===== src/verilog/cvr_params.svh =====
`ifndef CVR_PARAMS_SVH
`define CVR_PARAMS_SVH

// ----------------------------------------------------------------
// Register map
// ----------------------------------------------------------------
`define CVR_ADDR_W 8
`define CVR_REF_OFS 8'h00
`define CVR_CTL_OFS 8'h01
`define CVR_REF_RST 8'h32
`define CVR_CTL_RST 8'h84

// ----------------------------------------------------------------
// Control register fields
// ----------------------------------------------------------------
`define CVR_CTL_EN_BIT 7
`define CVR_CTL_MODE_BIT 6
`define CVR_CTL_RSVD_BIT 5
`define CVR_CTL_STEP_HI 4
`define CVR_CTL_STEP_LO 3
`define CVR_CTL_DIV_HI 2
`define CVR_CTL_DIV_LO 0
`define CVR_CTL_WR_MASK 8'hDF

// ----------------------------------------------------------------
// Reference decode
// ----------------------------------------------------------------
`define CVR_LOW_MIN 7'h32
`define CVR_LOW_MAX 7'h78
`define CVR_LOW_STEP_UV 10000

// ----------------------------------------------------------------
// Step timing, times in ns, counts in clk cycles
// ----------------------------------------------------------------
`define CVR_CLK_PERIOD_NS 100
`define CVR_STEP0_NS 20000
`define CVR_STEP1_NS 41670
`define CVR_STEP2_NS 83330
`define CVR_STEP3_NS 166670
`define CVR_STEP_CYC(ns) ((ns) / `CVR_CLK_PERIOD_NS)

`endif


===== src/verilog/cvr_pkg.sv =====
package cvr_pkg;

  typedef logic [7:0] cvr_byte_t;

  typedef struct packed {
    logic [7:0] ref_code;
    logic [7:0] ctl;
    logic [7:0] rd_data;
    logic rd_valid;
    logic conv_en;
    logic low_mode;
    logic [1:0] step_sel;
    logic [4:0] fb_denom;
    logic [23:0] ref_uv;
    logic ref_valid;
    logic [10:0] step_cnt;
    logic step_tick;
  } cvr_state_t;

endpackage


===== src/verilog/cvr_ref_decode.sv =====
`include "cvr_params.svh"

module cvr_ref_decode
  import cvr_pkg::*;
#(
  parameter int NORMAL_STEP_UV = 10000
)
(
  input wire logic [7:0] ref_code,
  input wire logic low_mode,
  output logic [23:0] ref_uv,
  output logic ref_valid
);

  logic [6:0] low_code;

  assign low_code = ref_code[6:0];

  always_comb
  begin
    if (low_mode)
    begin
      // Top bit dropped, so 0xB2 decodes like 0x32
      ref_valid = (low_code >= `CVR_LOW_MIN) && (low_code <= `CVR_LOW_MAX);
      if (ref_valid)
      begin
        ref_uv = 24'(32'(low_code) * `CVR_LOW_STEP_UV);
      end
      else
      begin
        ref_uv = 24'h000000;
      end
    end
    else
    begin
      ref_valid = 1'b1;
      ref_uv = 24'(32'(ref_code) * NORMAL_STEP_UV);
    end
  end

endmodule // cvr_ref_decode


===== src/verilog/cvr_regs.sv =====
// Functional notes
// - Low mode codes 32h-78h give code times 10mV
// - Low mode codes outside range are reserved
// - Low mode ignores reference code top bit
// - Enable bit turns converter off or on
// - Mode bit selects normal or low input
// - Step field sets soft-start step duration
// - Divider field selects feedback ratio 1 to 1/30
// - Reserved bits always read back zero
`include "cvr_params.svh"

module cvr_regs
  import cvr_pkg::*;
#(
  parameter int NORMAL_STEP_UV = 10000
)
(
  input wire logic clk,
  input wire logic rst_n,
  input wire logic [7:0] reg_addr,
  input wire logic reg_wr,
  input wire logic [7:0] reg_wdata,
  input wire logic reg_rd,
  output logic [7:0] reg_rdata,
  output logic reg_rvalid,
  output logic conv_en,
  output logic low_mode,
  output logic [1:0] step_sel,
  output logic step_tick,
  output logic [4:0] fb_denom,
  output logic [23:0] ref_uv,
  output logic ref_valid
);

  // ----------------------------------------------------------------
  // Helpers
  // ----------------------------------------------------------------
  function automatic logic addr_is_ref(input logic [7:0] addr);
    addr_is_ref = (addr == `CVR_REF_OFS);
  endfunction

  function automatic logic addr_is_ctl(input logic [7:0] addr);
    addr_is_ctl = (addr == `CVR_CTL_OFS);
  endfunction

  // ----------------------------------------------------------------
  // Control fields
  // ----------------------------------------------------------------
  // Reserved bit forced low both on write and on read
  function automatic logic [7:0] ctl_clean(input logic [7:0] raw);
    ctl_clean = raw & `CVR_CTL_WR_MASK;
  endfunction

  function automatic logic ctl_enable(input logic [7:0] ctl);
    ctl_enable = ctl[`CVR_CTL_EN_BIT];
  endfunction

  function automatic logic ctl_low_mode(input logic [7:0] ctl);
    ctl_low_mode = ctl[`CVR_CTL_MODE_BIT];
  endfunction

  function automatic logic [1:0] ctl_step(input logic [7:0] ctl);
    ctl_step = ctl[`CVR_CTL_STEP_HI:`CVR_CTL_STEP_LO];
  endfunction

  function automatic logic [2:0] ctl_div(input logic [7:0] ctl);
    ctl_div = ctl[`CVR_CTL_DIV_HI:`CVR_CTL_DIV_LO];
  endfunction

  // ----------------------------------------------------------------
  // Step and divider tables
  // ----------------------------------------------------------------
  // Counts round down, so a step may run up to one clock short
  function automatic logic [10:0] step_limit(input logic [1:0] sel);
    case (sel)
      2'h0: step_limit = 11'(`CVR_STEP_CYC(`CVR_STEP0_NS));
      2'h1: step_limit = 11'(`CVR_STEP_CYC(`CVR_STEP1_NS));
      2'h2: step_limit = 11'(`CVR_STEP_CYC(`CVR_STEP2_NS));
      default: step_limit = 11'(`CVR_STEP_CYC(`CVR_STEP3_NS));
    endcase
  endfunction

  function automatic logic [4:0] div_denom(input logic [2:0] code);
    case (code)
      3'h0: div_denom = 5'h01;
      3'h1: div_denom = 5'h02;
      3'h2: div_denom = 5'h03;
      3'h3: div_denom = 5'h05;
      3'h4: div_denom = 5'h0A;
      3'h5: div_denom = 5'h14;
      3'h6: div_denom = 5'h1E;
      // Code 7 undefined, zero flags it
      default: div_denom = 5'h00;
    endcase
  endfunction

  // Unmapped offsets read zero instead of aliasing a register
  function automatic logic [7:0] read_mux(input logic [7:0] addr, input logic [7:0] ref_code,
    input logic [7:0] ctl);
    if (addr_is_ref(addr))
    begin
      read_mux = ref_code;
    end
    else if (addr_is_ctl(addr))
    begin
      read_mux = ctl_clean(ctl);
    end
    else
    begin
      read_mux = 8'h00;
    end
  endfunction

  // Derived fields start at zero and decode one edge after release
  function automatic cvr_state_t reset_state();
    cvr_state_t s;
    s = '0;
    s.ref_code = `CVR_REF_RST;
    s.ctl = `CVR_CTL_RST;
    reset_state = s;
  endfunction

  // ----------------------------------------------------------------
  // State
  // ----------------------------------------------------------------
  cvr_state_t s_q;
  cvr_state_t s_d;
  logic [23:0] dec_uv;
  logic dec_valid;

  cvr_ref_decode #(
    .NORMAL_STEP_UV(NORMAL_STEP_UV)
  ) u_dec (
    .ref_code(s_q.ref_code),
    .low_mode(ctl_low_mode(s_q.ctl)),
    .ref_uv(dec_uv),
    .ref_valid(dec_valid)
  );

  // ----------------------------------------------------------------
  // Next state
  // ----------------------------------------------------------------
  always_comb
  begin
    s_d = s_q;
    // ----------------------------------------------------------------
    // Register writes
    // ----------------------------------------------------------------
    if (reg_wr)
    begin
      if (addr_is_ref(reg_addr))
      begin
        s_d.ref_code = reg_wdata;
      end
      else if (addr_is_ctl(reg_addr))
      begin
        s_d.ctl = ctl_clean(reg_wdata);
      end
    end
    // ----------------------------------------------------------------
    // Read port
    // ----------------------------------------------------------------
    // A read in the cycle of a write returns the old value
    s_d.rd_valid = reg_rd;
    if (reg_rd)
    begin
      s_d.rd_data = read_mux(reg_addr, s_q.ref_code, s_q.ctl);
    end
    // ----------------------------------------------------------------
    // Derived outputs
    // ----------------------------------------------------------------
    // One edge behind the register so all outputs move together
    s_d.conv_en = ctl_enable(s_q.ctl);
    s_d.low_mode = ctl_low_mode(s_q.ctl);
    s_d.step_sel = ctl_step(s_q.ctl);
    s_d.fb_denom = div_denom(ctl_div(s_q.ctl));
    s_d.ref_uv = dec_uv;
    s_d.ref_valid = dec_valid;
    // ----------------------------------------------------------------
    // Step pacing
    // ----------------------------------------------------------------
    s_d.step_tick = 1'b0;
    // Only while converter is on; off restarts the step
    if (!ctl_enable(s_q.ctl))
    begin
      s_d.step_cnt = 11'h000;
    end
    else if (s_q.step_cnt >= step_limit(ctl_step(s_q.ctl)) - 11'h001)
    begin
      // Compare with >= so a shorter step chosen mid-count ends at once
      s_d.step_cnt = 11'h000;
      s_d.step_tick = 1'b1;
    end
    else
    begin
      s_d.step_cnt = s_q.step_cnt + 11'h001;
    end
  end

  // ----------------------------------------------------------------
  // Registers
  // ----------------------------------------------------------------
  always_ff @(posedge clk)
  begin
    if (!rst_n)
    begin
      s_q <= reset_state();
    end
    else
    begin
      s_q <= s_d;
    end
  end

  // ----------------------------------------------------------------
  // Outputs
  // ----------------------------------------------------------------
  assign reg_rdata = s_q.rd_data;
  assign reg_rvalid = s_q.rd_valid;
  assign conv_en = s_q.conv_en;
  assign low_mode = s_q.low_mode;
  assign step_sel = s_q.step_sel;
  assign step_tick = s_q.step_tick;
  assign fb_denom = s_q.fb_denom;
  assign ref_uv = s_q.ref_uv;
  assign ref_valid = s_q.ref_valid;

endmodule // cvr_regs


===== config.mk =====
export PLATFORM = sky130hd
export DESIGN_NAME = cvr_regs
export DESIGN_NICKNAME = d
export VERILOG_FILES = /design/src/verilog/cvr_pkg.sv /design/src/verilog/cvr_ref_decode.sv /design/src/verilog/cvr_regs.sv
export VERILOG_INCLUDE_DIRS = /design/src /design/src/verilog
export SDC_FILE = /design/constraint.sdc
export NUM_CORES = 1
export LEC_CHECK = 0
export ABC_AREA = 1
export BUFFER_PORTS_ARGS = -buffer_cell sky130_fd_sc_hd__buf_2
export CORE_MARGIN = 1
export CORE_UTILIZATION = 30
export CTS_CLUSTER_DIAMETER = 150
export DETAILED_ROUTE_END_ITERATION = 12
export PLACE_DENSITY_LB_ADDON = 0.2
export SLEW_MARGIN = 20
export SYNTH_ARGS = -nofsm -noshare
export SYNTH_HDL_FRONTEND = slang
export SYNTH_SLANG_ARGS = --single-unit

===== constraint.sdc =====
create_clock -name clk -period 6.5 [get_ports clk]
set_clock_uncertainty 0.15 [all_clocks]
set_input_delay 0.65 -clock clk [delete_from_list [all_inputs] [get_ports clk]]
set_output_delay 0.65 -clock clk [all_outputs]
set_load 0.02 [all_outputs]

* After elaboration in Yosys (flattened, before gate mapping)
Index checks and enable logic that the tools add are counted.
** Word-level totals
- Logic and storage cells :: 50
- Bits in registers :: 70
- Output and inout port bits :: 44
** Operators by class
- Equality and inequality tests :: 9
- Add/subtract/negate cells :: 2
- Magnitude comparators :: 3
- Multipliers :: 2
- Mux-type cells :: 9
- Bitwise operators :: 3
- Reductions and logical operators :: 9
** Operator list (count)
- 5-bit one-hot mux with 7 select lines :: 1
- 11-bit one-hot mux with 3 select lines :: 1
- 22-bit two-way mux :: 1
- 21-bit two-way mux :: 1
- 8-bit by 10-bit multiplier with 18-bit output (second input constant) :: 1
- 7-bit by 10-bit multiplier with 17-bit output (second input constant) :: 1
- 8-bit two-way mux :: 2
- 11-bit by 1-bit adder with 11-bit output (second input constant) :: 1
- 11-bit >= comparator :: 1
- 11-bit two-way mux :: 1
- 11-bit by 1-bit subtractor with 11-bit output (second input constant) :: 1
- 3-bit equality test (second input constant) :: 3
- 8-bit by 1-bit equality test with 1-bit output (second input constant) :: 1
- 8-bit logical NOT :: 1
- 7-bit by 6-bit >= comparator with 1-bit output (second input constant) :: 1
- 7-bit less-or-equal comparator (second input constant) :: 1
- 3-bit by 2-bit equality test with 1-bit output (second input constant) :: 2
- 2-bit AND reduction :: 3
- 3-bit by 1-bit equality test with 1-bit output (second input constant) :: 1
- 3-bit logical NOT :: 1
- 1-bit NOT :: 3
- 3-bit AND reduction :: 1
- 3-bit OR reduction :: 1
- 2-bit by 1-bit equality test with 1-bit output (second input constant) :: 1
- other kinds (4) :: 5

* Longest topological paths before layout
Gate-level depths: netlist (run 1).
- Depth in word-level cells :: 6
- Depth in mapped cells :: 19

* Hierarchy
From an unflattened synthesis (run 1), not the netlist that was laid out.
** Second synthesis, totals
- Cell total of the unflattened synthesis :: 815
- Area total of the unflattened synthesis :: 5933.2 um^2
** Modules (own cells, without submodules)
- cvr_regs :: area each 3266.9 um^2, times used 1, cells each 431
- cvr_ref_decode :: area each 2666.3 um^2, times used 1, cells each 384

* Worst setup path before layout (run 1)
No wires, ideal clock.
- Path kind :: reg2reg
- From :: register s_q[68] (netlist name)
- To :: register s_q (netlist bit ref_uv[18])
- Data required time :: 6.237 ns
- Arrival time :: 3.354 ns
- Clock period less this slack :: 3.617 ns
- Stages on the path, launching flop included :: 16
- Path buffers :: 0
- Setup slack :: 2.883 ns
- Cells stage by stage :: dfxtp_1 > fa_1 > inv_1 > fa_1 > inv_1 > ha_1 > inv_1 > fa_1 > inv_1 > ha_1 > a21oi_1 > nor2_1 > nor2_1 > nand3b_1 > nand3_1 > nand2_1
** Between the ends
- Word-level cells in the longest chain between the ends :: 4
- Elaborated cells between the ends (all ways) :: 7
- Classes of those cells :: mul (2); order compare (2); mux (2); reduce/logical (1)
** RTL lines
- from (decl) :: RTL line cvr_regs.sv:126 : cvr_state_t s_q;
- from (signal assigned) :: RTL line cvr_regs.sv:207 : s_q <= reset_state();
- parallel branches: the longest is 3 deep, another holds 7-bit by 10-bit multiplier with 17-bit output
- 22-bit two-way mux * :: RTL line cvr_ref_decode.sv:21 : if (low_mode)
Every way passes the cells marked *.
A chain may end at the register's enable or synchronous reset.

* Final worst setup path (run 1)
- From :: register s_q[68] (netlist name)
- To :: register s_q (netlist bit ref_uv[20])
The elaborated chain is that of the path after synthesis.

==> results of run 1 <==
## final timing paths
check | from | to | slack (ps) | cells past startpoint
setup / recovery | s_q[68] | ref_uv[20] | 2510 | 15
hold / removal | s_q[1] | s_q[1] | 320 | 1
setup reg to reg | s_q[68] | ref_uv[20] | 2510 | 15
hold reg to reg | s_q[1] | s_q[1] | 320 | 1
## routing by layer
metal / share of wire, % / global-route usage, %
met5: 0 / 0
met4: 0.99 / 4.03
met3: 3.5 / 3.09
met2: 43 / 22.5
met1: 52 / 21.6
## sequential cells by signal, summed over array words and instances (netlist names)
name	flops
s_q	22
ref_uv	18
reg_rdata	8
fb_denom	5
s_d	4
step_sel	2
conv_en	1
low_mode	1
ref_valid	1
reg_rvalid	1
step_tick	1
## Yosys cell counts, types with 2 or more instances
library cell | number | area share [%]
a21oi_1 | 23 | 2.1
a21oi_2 | 3 | 0.48
buf_2 | 5 | 0.46
buf_4 | 41 | 5.6
dfxtp_1 | 64 | 23
fa_1 | 20 | 7.3
ha_1 | 97 | 22
inv_1 | 114 | 7.8
inv_2 | 4 | 0.27
nand2_1 | 158 | 11
nand2_2 | 2 | 0.23
nand3_1 | 45 | 4.1
nand3_2 | 3 | 0.55
nand3b_1 | 8 | 1.1
nand4_1 | 10 | 1.1
nor2_1 | 88 | 6.0
nor2_2 | 4 | 0.46
nor3_1 | 5 | 0.46
o21ai_0 | 14 | 1.3
o21ai_1 | 5 | 0.46
o21ai_2 | 3 | 0.48
or2_2 | 2 | 0.23
xnor2_1 | 3 | 0.48
xor2_1 | 7 | 1.1
## stage by stage
step           area (um2)  power (mW)  utilization [%]
2_1_floorplan        5510       0.481                -
3_3_place_gp         5740       0.497             31.9
3_5_place_dp         5740       0.497             31.9
4_1_cts              6070        1.04             33.8
5_1_grt              6070        1.07             33.8
6_report             6070        1.03             33.8
## cell families after synthesis
family	count (synthesis)	synth area share, %
compound gates	51	5.20
xor+xnor	11	1.89
fa+ha+maj	117	29.4
buf+inv	165	14.3
flops	64	23.3
other cells	1	0.0683
simple gates	328	25.8
## worst max-delay path: cells and delay by family, from the launching register on
family	cells	cell delay [ps]
simple gates	5	450
compound gates	1	310
buf+inv	4	200
flops	1	510
fa+ha+maj	5	2250
## cell usage in the layout (no fill, tap or decap), types with 3 or more instances in the layout
cell type  Yosys  routed
o21ai_2        3       3
nor3_1         5       5
conb_1         1       6
nor2_1        88      88
inv_2          4       4
ha_1          97      97
nand3_2        3       3
xor2_1         7       7
dfxtp_1       64      64
buf_2          5      57
clkbuf_16      0       9
o21ai_1        5       5
nor2_2         4       4
nand4_1       10      10
xnor2_1        3       3
nand3b_1       8       8
o21ai_0       14      14
inv_1        114     114
fa_1          20      20
a21oi_1       23      23
nand2_1      158     158
nand3_1       45      45
a21oi_2        3       3
## report_power, final
group          internal (mW)  switching [mW]  total [mW]
Clock                  0.340           0.200       0.540
Sequential             0.402         0.00581       0.408
Combinational         0.0265          0.0532      0.0797
## layout make-up
type / count / area share (%)
multi-input combinational: 513 / 56.7
sequential: 64 / 21.1
inverter: 118 / 7.30
tap: 229 / 4.72
timing repair buffer: 57 / 4.70
clock buffer: 9 / 3.71
clock inverter: 7 / 1.69
==> results.md, run 1 <==
* TritonCTS Buffers at 9
* IO Port Bufs at 57
* Drt drc at 0
* Via count at roughly 4,400
* CP Launch Type: register
* NumNets Final at 900
* WS Path Type: reg -> reg
* First-pass GRT wire length at between 20,000 and 25,000 um
* Post-Route WL at ~13,000 um
* Largest net degree at the start of global routing at 23
* Crit path required time at around 6600 ps
* Gate Count Post-Synth at about 740
* Initial drt markers at approximately 220
* Slowest Stage Delay on Critical Path at about 610 ps
* Post-synthesis sequential area ratio at between 20% and 30%
* Yosys reg bits at 64
* Standard cell core area at about 0.018 mm2
* RSZ-0062 raised after global routing: false
* Setup_tns at 0 ps
* Ys Warns at 0
* Setup WS pre-CTS at ~2500 ps
* # Max-Cap Violations at 0
* Leakage at about 3.4 nW
* CTS tree: yes
* Slew headroom at a little under three fifths
* Clk buf depth at 2
* IO Pins at 64
* Final cell count without fillers at 997
* Slowest cell on crit path: fa_1
* Syn_area_per_cell at 7.45 um2
* Setup Fix Bufs, Post-CTS at 0
* Setup ws final at between 2000 and 3000 ps
* Ratio of cells with drive above 1 in the final layout at about 13%
* Die area at ~0.019 mm2
* Least-Margin Pin Slew at around 660 ps
* Crit end category: register
* Clk sink count at 64
* Final RePlAce weighted congestion at between 0.8 and 0.9
* Sequential cell area at 0.00128 mm2
* Row cnt at roughly 50
* Clock-pin slew on the worst setup and hold paths at 60 ps
* ANT nets after route at 0
* Final setup vio count at 0
* Hold_ws at 317 ps
* Clock insertion delay at the later pin of the skew report at 340 ps
* Inst Count DP at 981
* CTS Root Cell: clkbuf_16
* P&R area growth vs syn at 10.5%
* Pwr dens at ~170 mW/mm2
* Total GRT Usage at ~15%
* Die Y at 137 um
* Initial Utilization at between 30% and 40%
* Critical-path maximum fanout at 13
* Post-synth cell types at 33
* First-pass DRT Iterations at 5
* Worst Hold Class: reg -> reg
* Post-Syn Area at 0.00549 mm2
* Most common cell on crit path: inv_1
* Hold Fails Final Rpt at 0
* Fill count at just under 2,000
* Ant diodes at 0
* H-tree levels at 3
* Area of the multi-input gates at approximately 0.0034 mm2
* Async SR Flop Fraction at 0%
* Final Cycle Share at ~61%
* Chip width at ~140 um
* Arrival time of the worst setup path at approximately 4100 ps
* Post-synth EDFFs at 0
* Vias per Instance at 4.42
* Number of global-route vias before repair at about 4,000
* Overflow after GRT at 0
* Critical path cell sequence: fa_1 > inv_1 > fa_1 > inv_1 > ha_1 > inv_1 > fa_1 > inv_1 > ha_1 > a21oi_1 > nand2_1 > nand2_1 > nand4_1 > nand3_1 > nand2_1
* Fin. max-slew vios at 0
* F_max at approximately 0.25 GHz
* Initial antenna violation count at 0
* Hpwl dp at 10,900 um
* Synth Flop Type: dfxtp_1
* Maximum VDD drop at 0.120 mV
* PostCTS Resize Cnt at 0
* Status: complete, no violations
* WL per Instance at about 13 um
* CTS Hold Bufs at 0
* Minimum clock period at between 3000 and 4000 ps
Note: power is estimated with default switching activity, not from simulation.
==> run 2: changes to the inputs <==
--- a/config.mk
+++ b/config.mk
@@ -6,7 +6,7 @@
 export SDC_FILE = /design/constraint.sdc
 export NUM_CORES = 1
 export LEC_CHECK = 0
-export ABC_AREA = 1
+export ABC_AREA = 0
 export BUFFER_PORTS_ARGS = -buffer_cell sky130_fd_sc_hd__buf_2
 export CORE_MARGIN = 1
 export CORE_UTILIZATION = 30
==> constraint.sdc (replaced) <==
create_clock -name clk -period 3.81 [get_ports clk]
set_clock_uncertainty 0.15 [all_clocks]
set_input_delay 0.381 -clock clk [delete_from_list [all_inputs] [get_ports clk]]
set_output_delay 0.381 -clock clk [all_outputs]
set_load 0.02 [all_outputs]
==> run 2 against run 1 <==
Effect of this change:
- clock power up 62%
- hold slack worse by 180 ps
- utilization up 2.8 points
- global-route usage down 0.11 points
- non-clock buffer count up 32
- critical path type unchanged
- critical endpoint unchanged
- largest cell class unchanged
==> results.md, run 2 <==
* Row cnt at 47
* Final Cycle Share at a little over nine tenths
* Pwr dens at ~270 mW/mm2
* CTS Root Cell: clkbuf_16
* CP Launch Type: register
* Slowest Stage Delay on Critical Path at a little under 600 ps
* Final RePlAce weighted congestion at 0.817
* Initial drt markers at 132
* Ratio of cells with drive above 1 in the final layout at between 20 and 25%
* Largest net degree at the start of global routing at 38
* Overflow after GRT at 0
* Initial antenna violation count at 0
* Number of global-route vias before repair at 3,944
* Cell taking the most area after synthesis: dfxtp_1
* Hold_sp: reg_wdata[5]
* Post-Syn Area at around 0.0052 mm2
* Setup WS pre-CTS at -196 ps
* Slowest cell on crit path: fa_1
* TritonCTS Buffers at 9
* Placed Area at between 0.005 and 0.006 mm2
* PnR Total Power at 1.67 mW
* Compound-gate portion of the synthesized area at ~12%
* Commonest non-fill, non-tap cell in the layout: ha_1
* Maximum VDD drop at 0.188 mV
* Yosys reg bits at 64
* Post-synth cell types at approximately 50
* Clock-pin slew on the worst setup and hold paths at 60 ps
* Top cells by area, synth: dfxtp_1, ha_1, fa_1
* Leakage at around 3 nW
* Drt drc at 0
* Die Y at about 130 um
* Standard cell core area at about 0.017 mm2
* Critical-path maximum fanout at 7
* Post-synthesis sequential area ratio at between 20% and 30%
* Async SR Flop Fraction at 0%
* Reg-to-Reg End: ref_uv[20]
* Mux cell area share after synthesis at 3.85%
* F_max at between 0.2 and 0.3 GHz
* Ys Warns at 0
* Final cell count without fillers at about 840
* Largest family of logic cells by synthesized area: adder cells
* Crit path required time at 3940 ps
* WHS Path Cells at 3
* RSZ-0062 raised after global routing: true
* Hpwl dp at between 9000 and 10,000 um
* Vias per Instance at around 4.7
* Post-Route WL at ~13,000 um
* Final core occ at 36.6%
* Initial Utilization at between 30% and 40%
* Final setup vio count at 0
* Clk sink count at 64
* Critical path cell sequence: fa_1 > inv_1 > fa_1 > inv_1 > fa_1 > ha_1 > buf_4 > a21oi_1 > nor2b_2 > nor4_2 > or4_1 > nand3_1
* R2r startpoint: s_q[67]
* CTS tree: yes
* Cell area after layout at between 0.006 and 0.007 mm2
* Slew headroom at approximately three fifths
* Inst Count DP at slightly above 800
* WHS Endpoint: s_q[68]
* Hold Fails Final Rpt at 0
* Setup ws final at between 30 and 40 ps
* H-tree levels at 3
* Clk buf depth at 2
* Commonest cells post-synth: ha_1, inv_1, dfxtp_1
* Syn_area_per_cell at 9.26 um2
* XOR/XNOR Fraction of Synth Area at 4.21%
* Worst Hold Class: in -> reg
* Most common cell on crit path: fa_1
* IO Port Bufs at 57
* Fin. max-slew vios at 0
* R2R Setup Slk at around 38 ps
* WL per Instance at around 15 um
* Clock insertion delay at the later pin of the skew report at roughly 340 ps
* Total GRT Usage at 14.9%
* Most frequent cells in the layout: ha_1, inv_1, dfxtp_1, buf_2, buf_4
* Top reg by flops: s_q
* Gate Count Post-Synth at between 500 and 600
* Arrival time of the worst setup path at between 3000 and 4000 ps
* Buf+Inv Stages, Crit Path at 3
* ANT nets after route at 0
* Cell with the most instances after synthesis: ha_1
* # Max-Cap Violations at 0
* P&R area growth vs syn at 17.8%
* Status: complete, no violations
* NumNets Final at ~750
* Post-synth EDFFs at 0
* Max FFs per register at 22
* Synth top area share at approximately a quarter
* Synth Area in Simple Gates at a little over an eighth
* Hold_ws at ~140 ps
* First-pass DRT Iterations at 4
* Least-Margin Pin Slew at about 580 ps
* Fill count at roughly 1,700
* Worst R2R Path Depth at 12
* Die area at approximately 0.018 mm2
* Synth Flop Type: dfxtp_1
* Ant diodes at 0
* First-pass GRT wire length at ~20,000 um
* Critical path's top delay family: adder cells
* IO Pins at between 60 and 70
* WS Path Type: reg -> reg
* Minimum clock period at 3770 ps
* Crit end category: register
* Via count at slightly below 4,000
* Setup_tns at 0 ps
* Synthesized-area fraction occupied by adder cells at 31.0%
* Chip width at 134 um
[run 2: kinds of logic after synthesis]
group | Yosys count
AO/OA/AOI/OAI | 91
XOR/XNOR | 25
adder cells (fa/ha/maj) | 117
buffers and inverters | 116
flip-flops | 64
multiplexers | 20
other | 1
AND/OR/NAND/NOR | 128
[run 2: layout make-up]
class | instances | area (um2) | share of cell area [%]
Multi-Input combinational cell | 387 | 3490 | 56.9
Sequential cell | 64 | 1290 | 21.1
Timing Repair Buffer | 89 | 526 | 8.57
Tap cell | 220 | 275 | 4.49
Clock buffer | 12 | 256 | 4.18
Inverter | 65 | 244 | 3.98
Clock inverter | 4 | 51.3 | 0.836
[run 2: worst max path at each step]
stage	startpoint	end	cells past startpoint
floorplan	s_q[65]	ref_uv[20]	12
global placement	s_q[69]	ref_uv[20]	10
detailed placement	s_q[68]	ref_uv[20]	12
CTS	s_q[68]	ref_uv[20]	14
global route	s_q[67]	ref_uv[20]	12
finish	s_q[67]	ref_uv[20]	12
[run 2: routing by layer]
metal	vias up	part of all wire, %	track usage (%)
li1	1998	-	-
met5	-	0	0
met1	1896	47	19.4
met4	0	1.6	5.81
met3	14	3.7	3.16
met2	70	47	24.0
[run 2: report_power, final]
part | total [mW] | switching (mW) | internal [mW]
logic | 0.106 | 0.0646 | 0.0414
registers | 0.686 | 0.00662 | 0.680
clock network | 0.877 | 0.333 | 0.544
total | 1.67 | 0.405 | 1.26
[run 2: tightest hold or removal path: stages]
cell and delay, ps:
buf_2 90, nand2_1 50, o211ai_1 70
[run 2: what timing repair did]
| action | CTS | global route |
|---|---|---|
| endpoints found under the hold margin | 0 | 0 |
| hold buffers | 0 | 0 |
| resized for setup | 9 | 19 |
| cloned | 0 | 0 |
| pin swaps | 0 | 11 |
| setup buffers | 0 | 0 |
| setup endpoints to repair | 3 | 7 |
